===== src/pkg/adc_link_pkg.sv =====
// Shared constants and types for the dual converter serial link
`default_nettype none
package adc_link_pkg;
    // Word layout
    localparam int DATA_W = 16;
    localparam int LANES  = 2;
    localparam int PAIRS  = DATA_W / LANES;
    localparam logic [DATA_W-1:0] NEG_FULLSCALE_CODE = 16'h8000;
    localparam logic [DATA_W-1:0] MIDSCALE_CODE      = 16'h0000;
    localparam logic [DATA_W-1:0] POS_FULLSCALE_CODE = 16'h7fff;

    // Times in ns and their cycle counts at clk_sys
    localparam int CLK_PERIOD_NS = 100;
    localparam int CONV_TIME_NS  = 422;   // Longest time, rounds down
    localparam int CYCLE_TIME_NS = 488;   // Least time, rounds up
    localparam int CS_HIGH_NS    = 15;    // Least time, rounds up
    localparam int CONV_RAW      = CONV_TIME_NS / CLK_PERIOD_NS;
    localparam int CONV_CYCLES   = (CONV_RAW < 1) ? 1 : CONV_RAW;
    localparam int CYCLE_CYCLES  = (CYCLE_TIME_NS + CLK_PERIOD_NS - 1) / CLK_PERIOD_NS;
    localparam int CS_HIGH_CYCLES = (CS_HIGH_NS + CLK_PERIOD_NS - 1) / CLK_PERIOD_NS;

    // Two-flop synchroniser plus edge detect, seen from the far end
    localparam int SYNC_CYCLES    = 3;
    localparam int ZL_HOLD_CYCLES = CONV_CYCLES + SYNC_CYCLES;
    localparam int SCLK_HALF      = 4;     // Half period of the made serial clock

    // Conversion sequencer phases
    typedef enum logic {
        ACQUIRE_PHASE = 1'b0,
        CONVERT_PHASE = 1'b1
    } phase_t;

    // Host frame sequencer
    typedef enum logic [2:0] {
        HOST_HOLD  = 3'h0,
        HOST_LEAD  = 3'h1,
        HOST_HIGH  = 3'h2,
        HOST_LOW   = 3'h3,
        HOST_FLUSH = 3'h4
    } host_state_t;
endpackage : adc_link_pkg
`default_nettype wire

===== src/pkg/adc_link_if.sv =====
// Pin-level link between the converter and its host
`default_nettype none
interface adc_link_if;
    logic csN;            // Chip select, active low, made by the host
    logic sclk;           // Serial clock, made by the host
    logic chanALane0Out;  // Channel A even bits
    logic chanALane1Out;  // Channel A odd bits
    logic chanBLane0Out;  // Channel B even bits
    logic chanBLane1Out;  // Channel B odd bits
    logic laneOeN;        // Low while the device drives all four lanes

    modport deviceEnd (
        input  csN,
        input  sclk,
        output chanALane0Out,
        output chanALane1Out,
        output chanBLane0Out,
        output chanBLane1Out,
        output laneOeN
    );

    modport hostEnd (
        output csN,
        output sclk,
        input  chanALane0Out,
        input  chanALane1Out,
        input  chanBLane0Out,
        input  chanBLane1Out,
        input  laneOeN
    );
endinterface : adc_link_if
`default_nettype wire


===== src/design/dual_adc_host.sv =====
// Host end: makes chip select and serial clock, gathers both channel words
`default_nettype none
module dual_adc_host #(
    parameter int SCLK_HALF = adc_link_pkg::SCLK_HALF
) (
    input  wire logic                        clk_sys,
    input  wire logic                        rst,
    adc_link_if.hostEnd                      link,
    input  wire logic                        run,
    input  wire logic                        zeroLatency,
    output logic                             wordValid,
    output logic [adc_link_pkg::DATA_W-1:0]  wordA,
    output logic [adc_link_pkg::DATA_W-1:0]  wordB,
    input  wire logic                        wordReady
);
    localparam int DW      = adc_link_pkg::DATA_W;
    localparam int CNT_W   = $clog2(2 * SCLK_HALF + 1);
    localparam int SINCE_W = 4;
    localparam logic [SINCE_W-1:0] SINCE_MAX = '1;

    if (SCLK_HALF < adc_link_pkg::SYNC_CYCLES) begin : gBadHalf
        $error("dual_adc_host: SCLK_HALF too short for the device synchroniser");
    end
    if (adc_link_pkg::ZL_HOLD_CYCLES > int'(SINCE_MAX)
            || adc_link_pkg::CYCLE_CYCLES > int'(SINCE_MAX)) begin : gBadSince
        $error("dual_adc_host: select high counter too narrow");
    end

    typedef struct packed {
        adc_link_pkg::host_state_t st;
        logic                      csN;
        logic                      sclk;
        logic [CNT_W-1:0]          cnt;
        logic [2:0]                pair;
        logic [SINCE_W-1:0]        sinceRise;
        logic [3:0]                laneMeta;
        logic [3:0]                laneSync;
        logic [DW-1:0]             accA;
        logic [DW-1:0]             accB;
        logic                      pushValid;
    } state_t;

    state_t cur;
    state_t next_state;
    logic   fifoReady;
    logic [SINCE_W-1:0] holdNeed;

    always_comb begin
        next_state = cur;
        // Lanes come from another clock domain
        next_state.laneMeta = {link.chanBLane1Out, link.chanBLane0Out, link.chanALane1Out, link.chanALane0Out};
        next_state.laneSync = cur.laneMeta;
        next_state.cnt      = cur.cnt + CNT_W'(1);
        if (cur.sinceRise != SINCE_MAX) begin
            next_state.sinceRise = cur.sinceRise + SINCE_W'(1);
        end
        // Long high pulse waits out the conversion for zero latency
        holdNeed = zeroLatency ? SINCE_W'(adc_link_pkg::ZL_HOLD_CYCLES)
                               : SINCE_W'(adc_link_pkg::CS_HIGH_CYCLES);
        unique case (cur.st)
            adc_link_pkg::HOST_HOLD: begin
                if (run && cur.sinceRise >= holdNeed
                        && cur.sinceRise >= SINCE_W'(adc_link_pkg::CYCLE_CYCLES)) begin
                    next_state.csN  = 1'b0;
                    next_state.st   = adc_link_pkg::HOST_LEAD;
                    next_state.cnt  = '0;
                    next_state.pair = '0;
                end
            end
            adc_link_pkg::HOST_LEAD,
            adc_link_pkg::HOST_LOW: begin
                if ((cur.st == adc_link_pkg::HOST_LEAD && cur.cnt == CNT_W'(2 * SCLK_HALF - 1))
                        || (cur.st == adc_link_pkg::HOST_LOW && cur.cnt == CNT_W'(SCLK_HALF - 1))) begin
                    // Capture just before the next launch edge
                    next_state.accA = {cur.accA[DW-3:0], cur.laneSync[1], cur.laneSync[0]};
                    next_state.accB = {cur.accB[DW-3:0], cur.laneSync[3], cur.laneSync[2]};
                    next_state.cnt  = '0;
                    if (cur.pair == 3'(adc_link_pkg::PAIRS - 1)) begin
                        next_state.csN       = 1'b1;
                        next_state.sinceRise = '0;
                        next_state.pushValid = 1'b1;
                        next_state.st        = adc_link_pkg::HOST_FLUSH;
                    end else begin
                        next_state.sclk = 1'b1;
                        next_state.pair = cur.pair + 3'h1;
                        next_state.st   = adc_link_pkg::HOST_HIGH;
                    end
                end
            end
            adc_link_pkg::HOST_HIGH: begin
                if (cur.cnt == CNT_W'(SCLK_HALF - 1)) begin
                    next_state.sclk = 1'b0;
                    next_state.cnt  = '0;
                    next_state.st   = adc_link_pkg::HOST_LOW;
                end
            end
            adc_link_pkg::HOST_FLUSH: begin
                // A full buffer stalls the next frame, no word is lost
                if (fifoReady) begin
                    next_state.pushValid = 1'b0;
                    next_state.st        = adc_link_pkg::HOST_HOLD;
                end
            end
            default: next_state.st = adc_link_pkg::HOST_HOLD;
        endcase
    end

    always_ff @(posedge clk_sys or posedge rst) begin
        if (rst) begin
            cur <= '{st: adc_link_pkg::HOST_HOLD, csN: 1'b1, sclk: 1'b0, cnt: '0, pair: '0,
                     sinceRise: SINCE_MAX, laneMeta: '0, laneSync: '0, accA: '0, accB: '0,
                     pushValid: 1'b0};
        end else begin
            cur <= next_state;
        end
    end

    assign link.csN  = cur.csN;
    assign link.sclk = cur.sclk;

    two_entry_buffer #(.W(2 * DW)) wordBuf (
        .clk_sys  (clk_sys),
        .rst      (rst),
        .inValid  (cur.pushValid),
        .inData   ({cur.accA, cur.accB}),
        .inReady  (fifoReady),
        .outValid (wordValid),
        .outData  ({wordA, wordB}),
        .outReady (wordReady)
    );
endmodule : dual_adc_host
`default_nettype wire


===== src/design/two_entry_buffer.sv =====
// Two-entry valid/ready buffer with registered outputs
`default_nettype none
module two_entry_buffer #(
    parameter int W = 32
) (
    input  wire logic         clk_sys,
    input  wire logic         rst,
    input  wire logic         inValid,
    input  wire logic [W-1:0] inData,
    output logic              inReady,
    output logic              outValid,
    output logic [W-1:0]      outData,
    input  wire logic         outReady
);
    if (W < 1) begin : gBadWidth
        $error("two_entry_buffer: W must be at least 1");
    end

    typedef struct packed {
        logic [1:0]   count;
        logic [W-1:0] head;
        logic [W-1:0] tail;
        logic         notEmpty;
        logic         notFull;
    } state_t;

    state_t cur;
    state_t next_state;
    logic   push;
    logic   pop;

    // Head is always the oldest word so outData needs no mux
    always_comb begin
        next_state = cur;
        push = inValid && cur.notFull;
        pop  = outReady && cur.notEmpty;
        unique case (cur.count)
            2'h0: if (push) begin
                next_state.head  = inData;
                next_state.count = 2'h1;
            end
            2'h1: if (push && pop) begin
                next_state.head = inData;
            end else if (push) begin
                next_state.tail  = inData;
                next_state.count = 2'h2;
            end else if (pop) begin
                next_state.count = 2'h0;
            end
            2'h2: if (pop) begin
                next_state.head  = cur.tail;
                next_state.count = 2'h1;
            end
            default: next_state.count = 2'h0;
        endcase
        next_state.notEmpty = (next_state.count != 2'h0);
        next_state.notFull  = (next_state.count != 2'h2);
    end

    always_ff @(posedge clk_sys or posedge rst) begin
        if (rst) begin
            cur <= '{count: 2'h0, head: '0, tail: '0, notEmpty: 1'b0, notFull: 1'b1};
        end else begin
            cur <= next_state;
        end
    end

    assign inReady  = cur.notFull;
    assign outValid = cur.notEmpty;
    assign outData  = cur.head;
endmodule : two_entry_buffer
`default_nettype wire


===== src/flat_wrapper.sv =====
// flat-port wrapper written by rule: the top's interface ports become plain ports
module dual_adc_host_flat 
#(
    parameter int SCLK_HALF = adc_link_pkg::SCLK_HALF
)
  (clk_sys, rst, run, zeroLatency, wordValid, wordA, wordB, wordReady, link_csN, link_sclk, link_chanALane0Out, link_chanALane1Out, link_chanBLane0Out, link_chanBLane1Out, link_laneOeN);
  adc_link_if link_i ();
  input  wire logic clk_sys;
  input  wire logic rst;
  input  wire logic run;
  input  wire logic zeroLatency;
  output logic wordValid;
  output logic [adc_link_pkg::DATA_W-1:0] wordA;
  output logic [adc_link_pkg::DATA_W-1:0] wordB;
  input  wire logic wordReady;
  output wire logic [$bits(link_i.csN)-1:0] link_csN;
  output wire logic [$bits(link_i.sclk)-1:0] link_sclk;
  input wire logic [$bits(link_i.chanALane0Out)-1:0] link_chanALane0Out;
  input wire logic [$bits(link_i.chanALane1Out)-1:0] link_chanALane1Out;
  input wire logic [$bits(link_i.chanBLane0Out)-1:0] link_chanBLane0Out;
  input wire logic [$bits(link_i.chanBLane1Out)-1:0] link_chanBLane1Out;
  input wire logic [$bits(link_i.laneOeN)-1:0] link_laneOeN;
  assign link_csN = link_i.csN;
  assign link_sclk = link_i.sclk;
  assign link_i.chanALane0Out = link_chanALane0Out;
  assign link_i.chanALane1Out = link_chanALane1Out;
  assign link_i.chanBLane0Out = link_chanBLane0Out;
  assign link_i.chanBLane1Out = link_chanBLane1Out;
  assign link_i.laneOeN = link_laneOeN;
  dual_adc_host #(.SCLK_HALF(SCLK_HALF)) u_core (.clk_sys(clk_sys), .rst(rst), .link(link_i), .run(run), .zeroLatency(zeroLatency), .wordValid(wordValid), .wordA(wordA), .wordB(wordB), .wordReady(wordReady));
endmodule

===== config.mk =====
export PLATFORM = sky130hd
export DESIGN_NAME = dual_adc_host_flat
export DESIGN_NICKNAME = d
export VERILOG_FILES = /design/src/pkg/adc_link_pkg.sv /design/src/pkg/adc_link_if.sv /design/src/design/dual_adc_host.sv /design/src/design/two_entry_buffer.sv /design/src/flat_wrapper.sv
export SDC_FILE = /design/constraint.sdc
export NUM_CORES = 1
export LEC_CHECK = 0
export BUFFER_PORTS_ARGS = -buffer_cell sky130_fd_sc_hd__buf_4
export CORE_MARGIN = 5
export CORE_UTILIZATION = 50
export CTS_BUF_LIST = sky130_fd_sc_hd__clkbuf_2 sky130_fd_sc_hd__clkbuf_4 sky130_fd_sc_hd__clkbuf_8
export CTS_CLUSTER_SIZE = 8
export DETAILED_ROUTE_END_ITERATION = 8
export GPL_TIMING_DRIVEN = 0
export PLACE_DENSITY_LB_ADDON = 0.08
export RECOVER_POWER = 100
export SLEW_MARGIN = 20
export SYNTH_ARGS = -nofsm -noshare
export SYNTH_HDL_FRONTEND = slang
export SYNTH_SLANG_ARGS = --single-unit

===== constraint.sdc =====
create_clock -name clk_sys -period 5.95 [get_ports clk_sys]
set_clock_uncertainty 0.2 [all_clocks]
set_input_delay 0.8925 -clock clk_sys [delete_from_list [all_inputs] [get_ports clk_sys]]
set_output_delay 0.8925 -clock clk_sys [all_outputs]
set_load 0.01 [all_outputs]

==> results of run 1 <==
-- cell type report --
type | instances | area share [%]
sequential | 125 | 50.1
multi-input combinational | 255 | 30.8
clock buffer | 26 | 5.22
buffer | 54 | 5.22
timing repair buffer | 44 | 4.88
tap | 140 | 2.80
inverter | 14 | 0.859
clock inverter | 2 | 0.160
-- sequential cells by signal (all words and copies together), names as in the netlist --
signal / flops
u_core.wordBuf.outData: 32
u_core.wordBuf.cur: 34
u_core.cur: 55
u_core.link.sclk: 1
u_core.wordBuf.outValid: 1
u_core.link.csN: 1
u_core.wordBuf.inReady: 1
-- cell usage in the layout (no fill, tap or decap), types with 6 or more instances in the layout --
cell	synthesis	routed
sky130_fd_sc_hd__clkbuf_8	0	21
sky130_fd_sc_hd__dfstp_2	6	6
sky130_fd_sc_hd__clkbuf_4	0	34
sky130_fd_sc_hd__inv_1	14	13
sky130_fd_sc_hd__a22oi_1	32	32
sky130_fd_sc_hd__nor2_1	43	43
sky130_fd_sc_hd__dfrtp_1	119	119
sky130_fd_sc_hd__buf_4	32	34
sky130_fd_sc_hd__a21oi_1	42	42
sky130_fd_sc_hd__mux2_2	64	64
sky130_fd_sc_hd__nand2_1	10	10
sky130_fd_sc_hd__ha_1	12	12
sky130_fd_sc_hd__clkbuf_1	10	31
-- worst paths after layout --
check                      slack, ns  cells after the start                          to
setup / recovery                2.85                      7              u_core.cur[50]
hold / removal                  0.15                      0              u_core.cur[33]
setup reg to reg                2.95                      5              u_core.cur[50]
hold reg to reg                 0.15                      0              u_core.cur[33]
max in group asynchronous       3.36                      2            u_core.link.sclk
min in group asynchronous       1.01                      2  u_core.wordBuf.outData[19]
-- cell families after synthesis --
logic type | Yosys count
AO/OA/AOI/OAI | 99
XOR/XNOR | 5
adder cells (fa/ha/maj) | 13
buffers and inverters | 68
flip-flops | 125
multiplexers | 67
AND/OR/NAND/NOR | 71
-- metal layers --
metal	global-route usage [%]	vias up	wire length, um
met5	0	-	0
met4	7.04	0	159
li1	-	1672	-
met2	26.5	51	4970
met1	22.8	1743	4790
met3	5.32	15	380
-- worst reg2reg max path, delay by kind of cell (launching register included) --
family	cells	cell delay, ns
AOI/OAI and AO/OA	2	1.62
DFF	1	0.59
adders and majority gates	1	0.19
and+or+nand+nor	1	0.15
buffers and inverters	1	0.06
-- through the flow --
step	hold slack [ns]	std cells	cell area (um2)
final	0.149	660	6260
after global routing	0.156	660	6260
after CTS	0.152	660	6350
after detailed placement	0.137	632	6020
after global placement	0.133	631	5980
after floorplan	0.131	448	5490
-- report_power, final --
part,switching [mW],internal (mW),leakage (nW)
Combinational,0.528,0.550,1.12
Clock,0.296,0.345,0.182
Sequential,0.195,1.13,1.59
-- synth_stat cells (2+ instances only) --
cell type	count
sky130_fd_sc_hd__a2111oi_0	2
sky130_fd_sc_hd__nor2b_1	2
sky130_fd_sc_hd__a21o_1	2
sky130_fd_sc_hd__dfrtp_1	119
sky130_fd_sc_hd__mux2_2	64
sky130_fd_sc_hd__a2111oi_4	2
sky130_fd_sc_hd__a31oi_1	3
sky130_fd_sc_hd__a22oi_1	32
sky130_fd_sc_hd__nor2_1	43
sky130_fd_sc_hd__dfstp_2	6
sky130_fd_sc_hd__a221o_1	2
sky130_fd_sc_hd__xnor2_1	4
sky130_fd_sc_hd__ha_1	12
sky130_fd_sc_hd__nand2_1	10
sky130_fd_sc_hd__mux2i_1	3
sky130_fd_sc_hd__o21ai_0	5
sky130_fd_sc_hd__buf_4	32
sky130_fd_sc_hd__nand3_1	5
sky130_fd_sc_hd__a21boi_0	4
sky130_fd_sc_hd__a21oi_1	42
sky130_fd_sc_hd__clkbuf_1	10
sky130_fd_sc_hd__and2_1	2
sky130_fd_sc_hd__buf_2	9
sky130_fd_sc_hd__inv_1	14
sky130_fd_sc_hd__buf_1	2
==> impl_metrics.env, run 1 <==
export IMPL_seq_area_mm2=0.00314
export IMPL_cts_tree="yes"
export IMPL_path_clk_slew_ns=0.06
export IMPL_totalPowerFinal_mw=3.05
export IMPL_die_area_mm2=0.0132
export IMPL_via_count_of_the_first_global_routing_pass=3567
export IMPL_period_minus_slack_ns=3.10
export IMPL_powerDensity_mw_per_mm2=487
export IMPL_detailed_place_hpwl_um=6800
export IMPL_holdBufCountCts=0
export IMPL_relSlewSlack_pct=-76.1
export IMPL_synth_adder_area_share_pct=2.92
export IMPL_globalRouteTotalUtil_pct=17.2
export IMPL_dr_first_iter_drc_count=164
export IMPL_post_synthesis_net_count=470
export IMPL_period_share_pct=52.0
export IMPL_achievable_frequency_mhz=323
export IMPL_numCtsBuffers=17
export IMPL_fin_nets=533
export IMPL_drt_pass1_iter_count=4
export IMPL_final_max_slew_viol_count=58
export IMPL_portion_of_synthesized_cell_area_occupied_by_the_leading_cell_type_pct=54.3
export IMPL_run_status="finished with violations"
export IMPL_multi_input_area_mm2=0.00193
export IMPL_ctsResizeCount=0
export IMPL_final_util_pct=58.0
export IMPL_clock_tree_htree_level_count=4
export IMPL_grt_setup_unrepaired="false"
export IMPL_synth_compound_area_share_pct=12.2
export IMPL_violations="capacitance limit, slew limit"
export IMPL_finalSetupViolCount=0
export IMPL_synthToLayoutAreaGrowth_pct=14.1
export IMPL_synth_mux_area_fraction_pct=13.7
export IMPL_post_synth_instance_area_mm2=0.00549
export IMPL_timing_worst_slew_pin_value_ns=2.63
export IMPL_synth_top_cells_by_area="sky130_fd_sc_hd__dfrtp_1, sky130_fd_sc_hd__mux2_2, sky130_fd_sc_hd__a22oi_1"
export IMPL_hold_path_class="reg2reg"
export IMPL_critical_path_max_stage_delay_ns=1.20
export IMPL_ffs_latches_synth=125
export IMPL_setup_worst_path_class="in2reg"
export IMPL_pin_count=45
export IMPL_synth_simple_gate_area_share_pct=6.13
export IMPL_post_route_drc_count=0
export IMPL_timing_critical_path_required_ns=5.99
export IMPL_insertion_delay_ns=0.43
export IMPL_detail_route_vias_per_cell=5.27
export IMPL_post_route_cells_drive_above_1_share_pct=32.3
export IMPL_clockBufferDepth=2
export IMPL_ctsRootBufferMaster="sky130_fd_sc_hd__clkbuf_8"
export IMPL_setup_worst_path_end_class="flip-flop"
export IMPL_synth_cells=448
export IMPL_timing_critical_path_slowest_stage_cell="sky130_fd_sc_hd__a2111oi_0"
export IMPL_synth_top_family_by_area="multiplexers"
export IMPL_critical_path_max_fanout=4
export IMPL_arrival_ns=3.14
export IMPL_worst_slack_ns=2.85
export IMPL_synthesis_yosys_warnings=0
export IMPL_crit_chain="clkbuf_4, inv_1, ha_1, a21oi_1, a221o_1, a2111oi_0, nor2_1"
export IMPL_drtAntennaViolNets=0
export IMPL_die_y_um=115
export IMPL_nFillCells=937
export IMPL_first_pass_grt_wire_length_um=17600
export IMPL_max_vdd_ir_drop_mv=0.263
export IMPL_post_drt_wl_per_cell_um=15.6
export IMPL_timing_critical_path_max_delay_family="compound AO/OA/AOI/OAI gates"
export IMPL_setup_worst_path_start_class="input pin"
export IMPL_vias_after_detailed_routing=3481
export IMPL_ys_flop_type="sky130_fd_sc_hd__dfrtp_1"
export IMPL_io_buffers=43
export IMPL_avgSynthCellArea_um2=12.2
export IMPL_synth_xor_xnor_area_share_pct=0.798
export IMPL_timing_setup_tns_ns=0
export IMPL_synth_cell_types=42
export IMPL_synth_edf_count=0
export IMPL_design_core_area_mm2=0.0108
export IMPL_start_util_pct=50.8
export IMPL_dpl_worst_slack_ns=3.14
export IMPL_critical_path_n_buffers_inverters=2
export IMPL_totalWireLength_um=10300
export IMPL_clkSinkCount=125
export IMPL_grt_max_degree=69
export IMPL_routabilityCongestion=0.825
export IMPL_worst_setup_path_startpoint="zeroLatency"
export IMPL_post_cts_setup_buffer_count=0
export IMPL_num_antenna_cells=0
export IMPL_async_reset_ff_share_pct=100
export IMPL_worst_reg2reg_startpoint="u_core.cur[41]"
export IMPL_startpoint_of_the_lowest_slack_hold_path="u_core.cur[37]"
export IMPL_leakagePower_nw=2.89
export IMPL_die_x_um=115
export IMPL_seq_area_frac_synth_pct=57.1
export IMPL_globalRoute_totalOverflow=0
export IMPL_synth_top_cell_by_area="sky130_fd_sc_hd__dfrtp_1"
export IMPL_floorplan_rows=38
export IMPL_final_hold_violation_count=0
export IMPL_grt_antenna_before_repair=0
export IMPL_maxCapViolCount=2
(Power assumes the default switching activity.)
==> run 2, diff against run 1 <==
- clock period: 5.95 -> 2.55 ns (I/O delays scaled with it)
==> run 2 against run 1 <==
Effect of this change: the flow now finishes without violations; sequential cell count is the same; die area is the same; non-clock buffer count grew 9; final cell count grew 2.0%; critical path depth shrank 2; final area grew 4.1%; routed wire length grew 3.7%; first-iteration DRC count shrank 3.7%; register-to-register slack lost 2.8 ns; sequential share of layout area shrank 2.0 points; total power grew to 2.5 times the previous value; critical endpoint is now u_core.cur[45]; largest cell class unchanged.
==> impl_metrics.env, run 2 (synthesized netlist as in run 1, its figures left out) <==
export IMPL_timing_reg2reg_setup_slack_ns=0.14
export IMPL_insertion_delay_ns=0.45
export IMPL_globalRouteTotalUtil_pct=17.9
export IMPL_drt_pass1_iter_count=4
export IMPL_power_frac_clock_pct=25.4
export IMPL_timing_critical_path_required_ns=2.67
export IMPL_drtAntennaViolNets=0
export IMPL_timing_hold_worst_endpoint="u_core.cur[34]"
export IMPL_min_delay_path_depth=0
export IMPL_globalRoute_totalOverflow=0
export IMPL_totalWireLength_um=10700
export IMPL_ctsRootBufferMaster="sky130_fd_sc_hd__clkbuf_8"
export IMPL_num_antenna_cells=0
export IMPL_detail_route_vias_per_cell=5.26
export IMPL_period_minus_slack_ns=2.41
export IMPL_mostFrequentLayoutCell="sky130_fd_sc_hd__dfrtp_1"
export IMPL_first_pass_grt_wire_length_um=18400
export IMPL_register_ranked_first_by_flip_flop_count="u_core.cur"
export IMPL_final_max_slew_viol_count=0
export IMPL_period_share_pct=94.4
export IMPL_routabilityCongestion=0.850
export IMPL_placed_cells=635
export IMPL_clkSinkCount=125
export IMPL_timing_worst_slew_pin_value_ns=0.907
export IMPL_worst_slack_ns=0.143
export IMPL_maxCapViolCount=0
export IMPL_die_area_mm2=0.0132
export IMPL_largest_register_ffs=55
export IMPL_fin_nets=542
export IMPL_setup_worst_path_end_class="flip-flop"
export IMPL_groute_layer_met2_usage_pct=28.4
export IMPL_max_vdd_ir_drop_mv=0.700
export IMPL_die_x_um=115
export IMPL_comb_power_share_pct=33.9
export IMPL_grtUsageMet3_pct=4.68
export IMPL_mostFrequentLayoutCells="sky130_fd_sc_hd__dfrtp_1, sky130_fd_sc_hd__mux2_2, sky130_fd_sc_hd__nor2_1"
export IMPL_destination_of_the_worst_register_to_register_timing_path="u_core.cur[45]"
export IMPL_globalRouteMet1Util_pct=23.2
export IMPL_start_util_pct=50.8
export IMPL_hold_path_class="reg2reg"
export IMPL_finalSetupViolCount=0
export IMPL_setup_worst_path_class="reg2reg"
export IMPL_dr_first_iter_drc_count=158
export IMPL_grt_max_degree=32
export IMPL_synthToLayoutAreaGrowth_pct=18.7
export IMPL_setup_worst_path_start_class="flip-flop"
export IMPL_startpoint_of_the_lowest_slack_hold_path="u_core.cur[38]"
export IMPL_vias_after_detailed_routing=3539
export IMPL_leakagePower_nw=3.02
export IMPL_clock_tree_htree_level_count=4
export IMPL_final_hold_violation_count=0
export IMPL_relSlewSlack_pct=39.2
export IMPL_detailed_place_hpwl_um=7200
export IMPL_dpl_worst_slack_ns=0.00770
export IMPL_floorplan_rows=38
export IMPL_critical_path_max_fanout=11
export IMPL_arrival_ns=2.53
export IMPL_powerDensity_mw_per_mm2=1170
export IMPL_post_drt_wl_per_cell_um=15.9
export IMPL_ctsResizeCount=0
export IMPL_pin_count=45
export IMPL_gr_max_usage_layer="met2"
export IMPL_grt_antenna_before_repair=0
export IMPL_internal_power_mw=5.13
export IMPL_power_switching_share_pct=32.8
export IMPL_worst_reg2reg_startpoint="u_core.cur[45]"
export IMPL_post_route_drc_count=0
export IMPL_die_y_um=115
export IMPL_run_status="completed"
export IMPL_final_cell_count_no_fill=673
export IMPL_design_core_area_mm2=0.0108
export IMPL_clockBufferDepth=2
export IMPL_io_buffers=43
export IMPL_path_clk_slew_ns=0.07
export IMPL_ff2ff_path_depth=5
export IMPL_nFillCells=873
export IMPL_net_switching_power_mw=2.51
export IMPL_via_count_of_the_first_global_routing_pass=3742
export IMPL_numCtsBuffers=17
export IMPL_post_route_cells_drive_above_1_share_pct=34.3
export IMPL_share_seq_of_total_power_pct=40.7
export IMPL_grt_setup_unrepaired="false"
export IMPL_cts_tree="yes"
export IMPL_achievable_frequency_mhz=415
## run 2: cell types whose count changed in the layout (fill, tap and decap cells not counted), moves of 2 or more
| cell | change |
|---|---|
| sky130_fd_sc_hd__dfstp_1 | +2 |
| sky130_fd_sc_hd__buf_4 | +3 |
| sky130_fd_sc_hd__dlygate4sd3_1 | +5 |
| sky130_fd_sc_hd__clkbuf_4 | -5 |
| sky130_fd_sc_hd__dfstp_2 | -2 |
| sky130_fd_sc_hd__bufinv_16 | +4 |
| sky130_fd_sc_hd__clkinvlp_4 | +3 |
| sky130_fd_sc_hd__buf_12 | +2 |
| sky130_fd_sc_hd__buf_2 | +5 |
| sky130_fd_sc_hd__clkbuf_1 | -6 |
## run 2: area by class of cell
cell class / count / area (um2) / share of cell area [%]
inverter: 14 / 53.8 / 0.826
clock buffer: 22 / 290 / 4.46
multi-input combinational: 255 / 1950 / 29.9
timing repair buffer: 54 / 422 / 6.47
sequential: 125 / 3140 / 48.1
buffer: 53 / 327 / 5.01
clock inverter: 10 / 161 / 2.48
tap: 140 / 175 / 2.69
## run 2: worst max-delay path by stage
stage	cells past startpoint	to	start
after global routing	7	u_core.cur[42]	rst
final	5	u_core.cur[45]	u_core.cur[45]
after CTS	6	u_core.wordBuf.outData[23]	u_core.wordBuf.cur[66]
after floorplan	6	u_core.cur[45]	u_core.cur[45]
after detailed placement	6	u_core.wordBuf.outData[23]	u_core.wordBuf.cur[66]
after global placement	2	u_core.wordBuf.outData[4]	rst
## run 2: metal layers
layer  part of all wire, %  vias to the layer above
met3                   3.8                       15
met5                     0                        -
met2                    50                       52
met1                    45                     1772
li1                      -                     1700
met4                   1.3                        0
## run 2: power groups by stage
stage	sequential (mW)	clock [mW]	combinational (mW)
after global placement	3.12	0	2.61
final	3.11	1.94	2.59
after detailed placement	3.16	0	2.71
after global routing	3.21	2.07	2.90
after CTS	3.12	1.98	2.72
after floorplan	3.01	0	1.90
## run 2: worst max-delay path, cell delays in order (launching register included)
cell and delay (ns):
sky130_fd_sc_hd__dfrtp_1 0.40, sky130_fd_sc_hd__ha_1 0.21, sky130_fd_sc_hd__ha_1 0.33, sky130_fd_sc_hd__or4b_1 0.55
sky130_fd_sc_hd__a221o_1 0.40, sky130_fd_sc_hd__a21o_1 0.20
## run 2: per-stage QoR
| step | util, % | instance area [um2] | setup TNS [ns] | hold WS, ns | total power [mW] |
|---|---|---|---|---|---|
| after floorplan | - | 5490 | 0 | 0.131 | 4.91 |
| after global placement | 55.5 | 5990 | -37.72 | 0.133 | 5.73 |
| after detailed placement | 56.3 | 6080 | 0 | 0.140 | 5.86 |
| after CTS | 60.9 | 6580 | 0 | 0.156 | 7.83 |
| after global routing | 60.4 | 6520 | 0 | 0.170 | 8.18 |
| final | 60.4 | 6520 | 0 | 0.154 | 7.64 |
## run 2: what timing repair did
action / CTS / global route
hold endpoints to repair: 21 / 0
endpoints found under the setup margin: 0 / 31
setup buffers: 0 / 2
hold buffers: 5 / 0
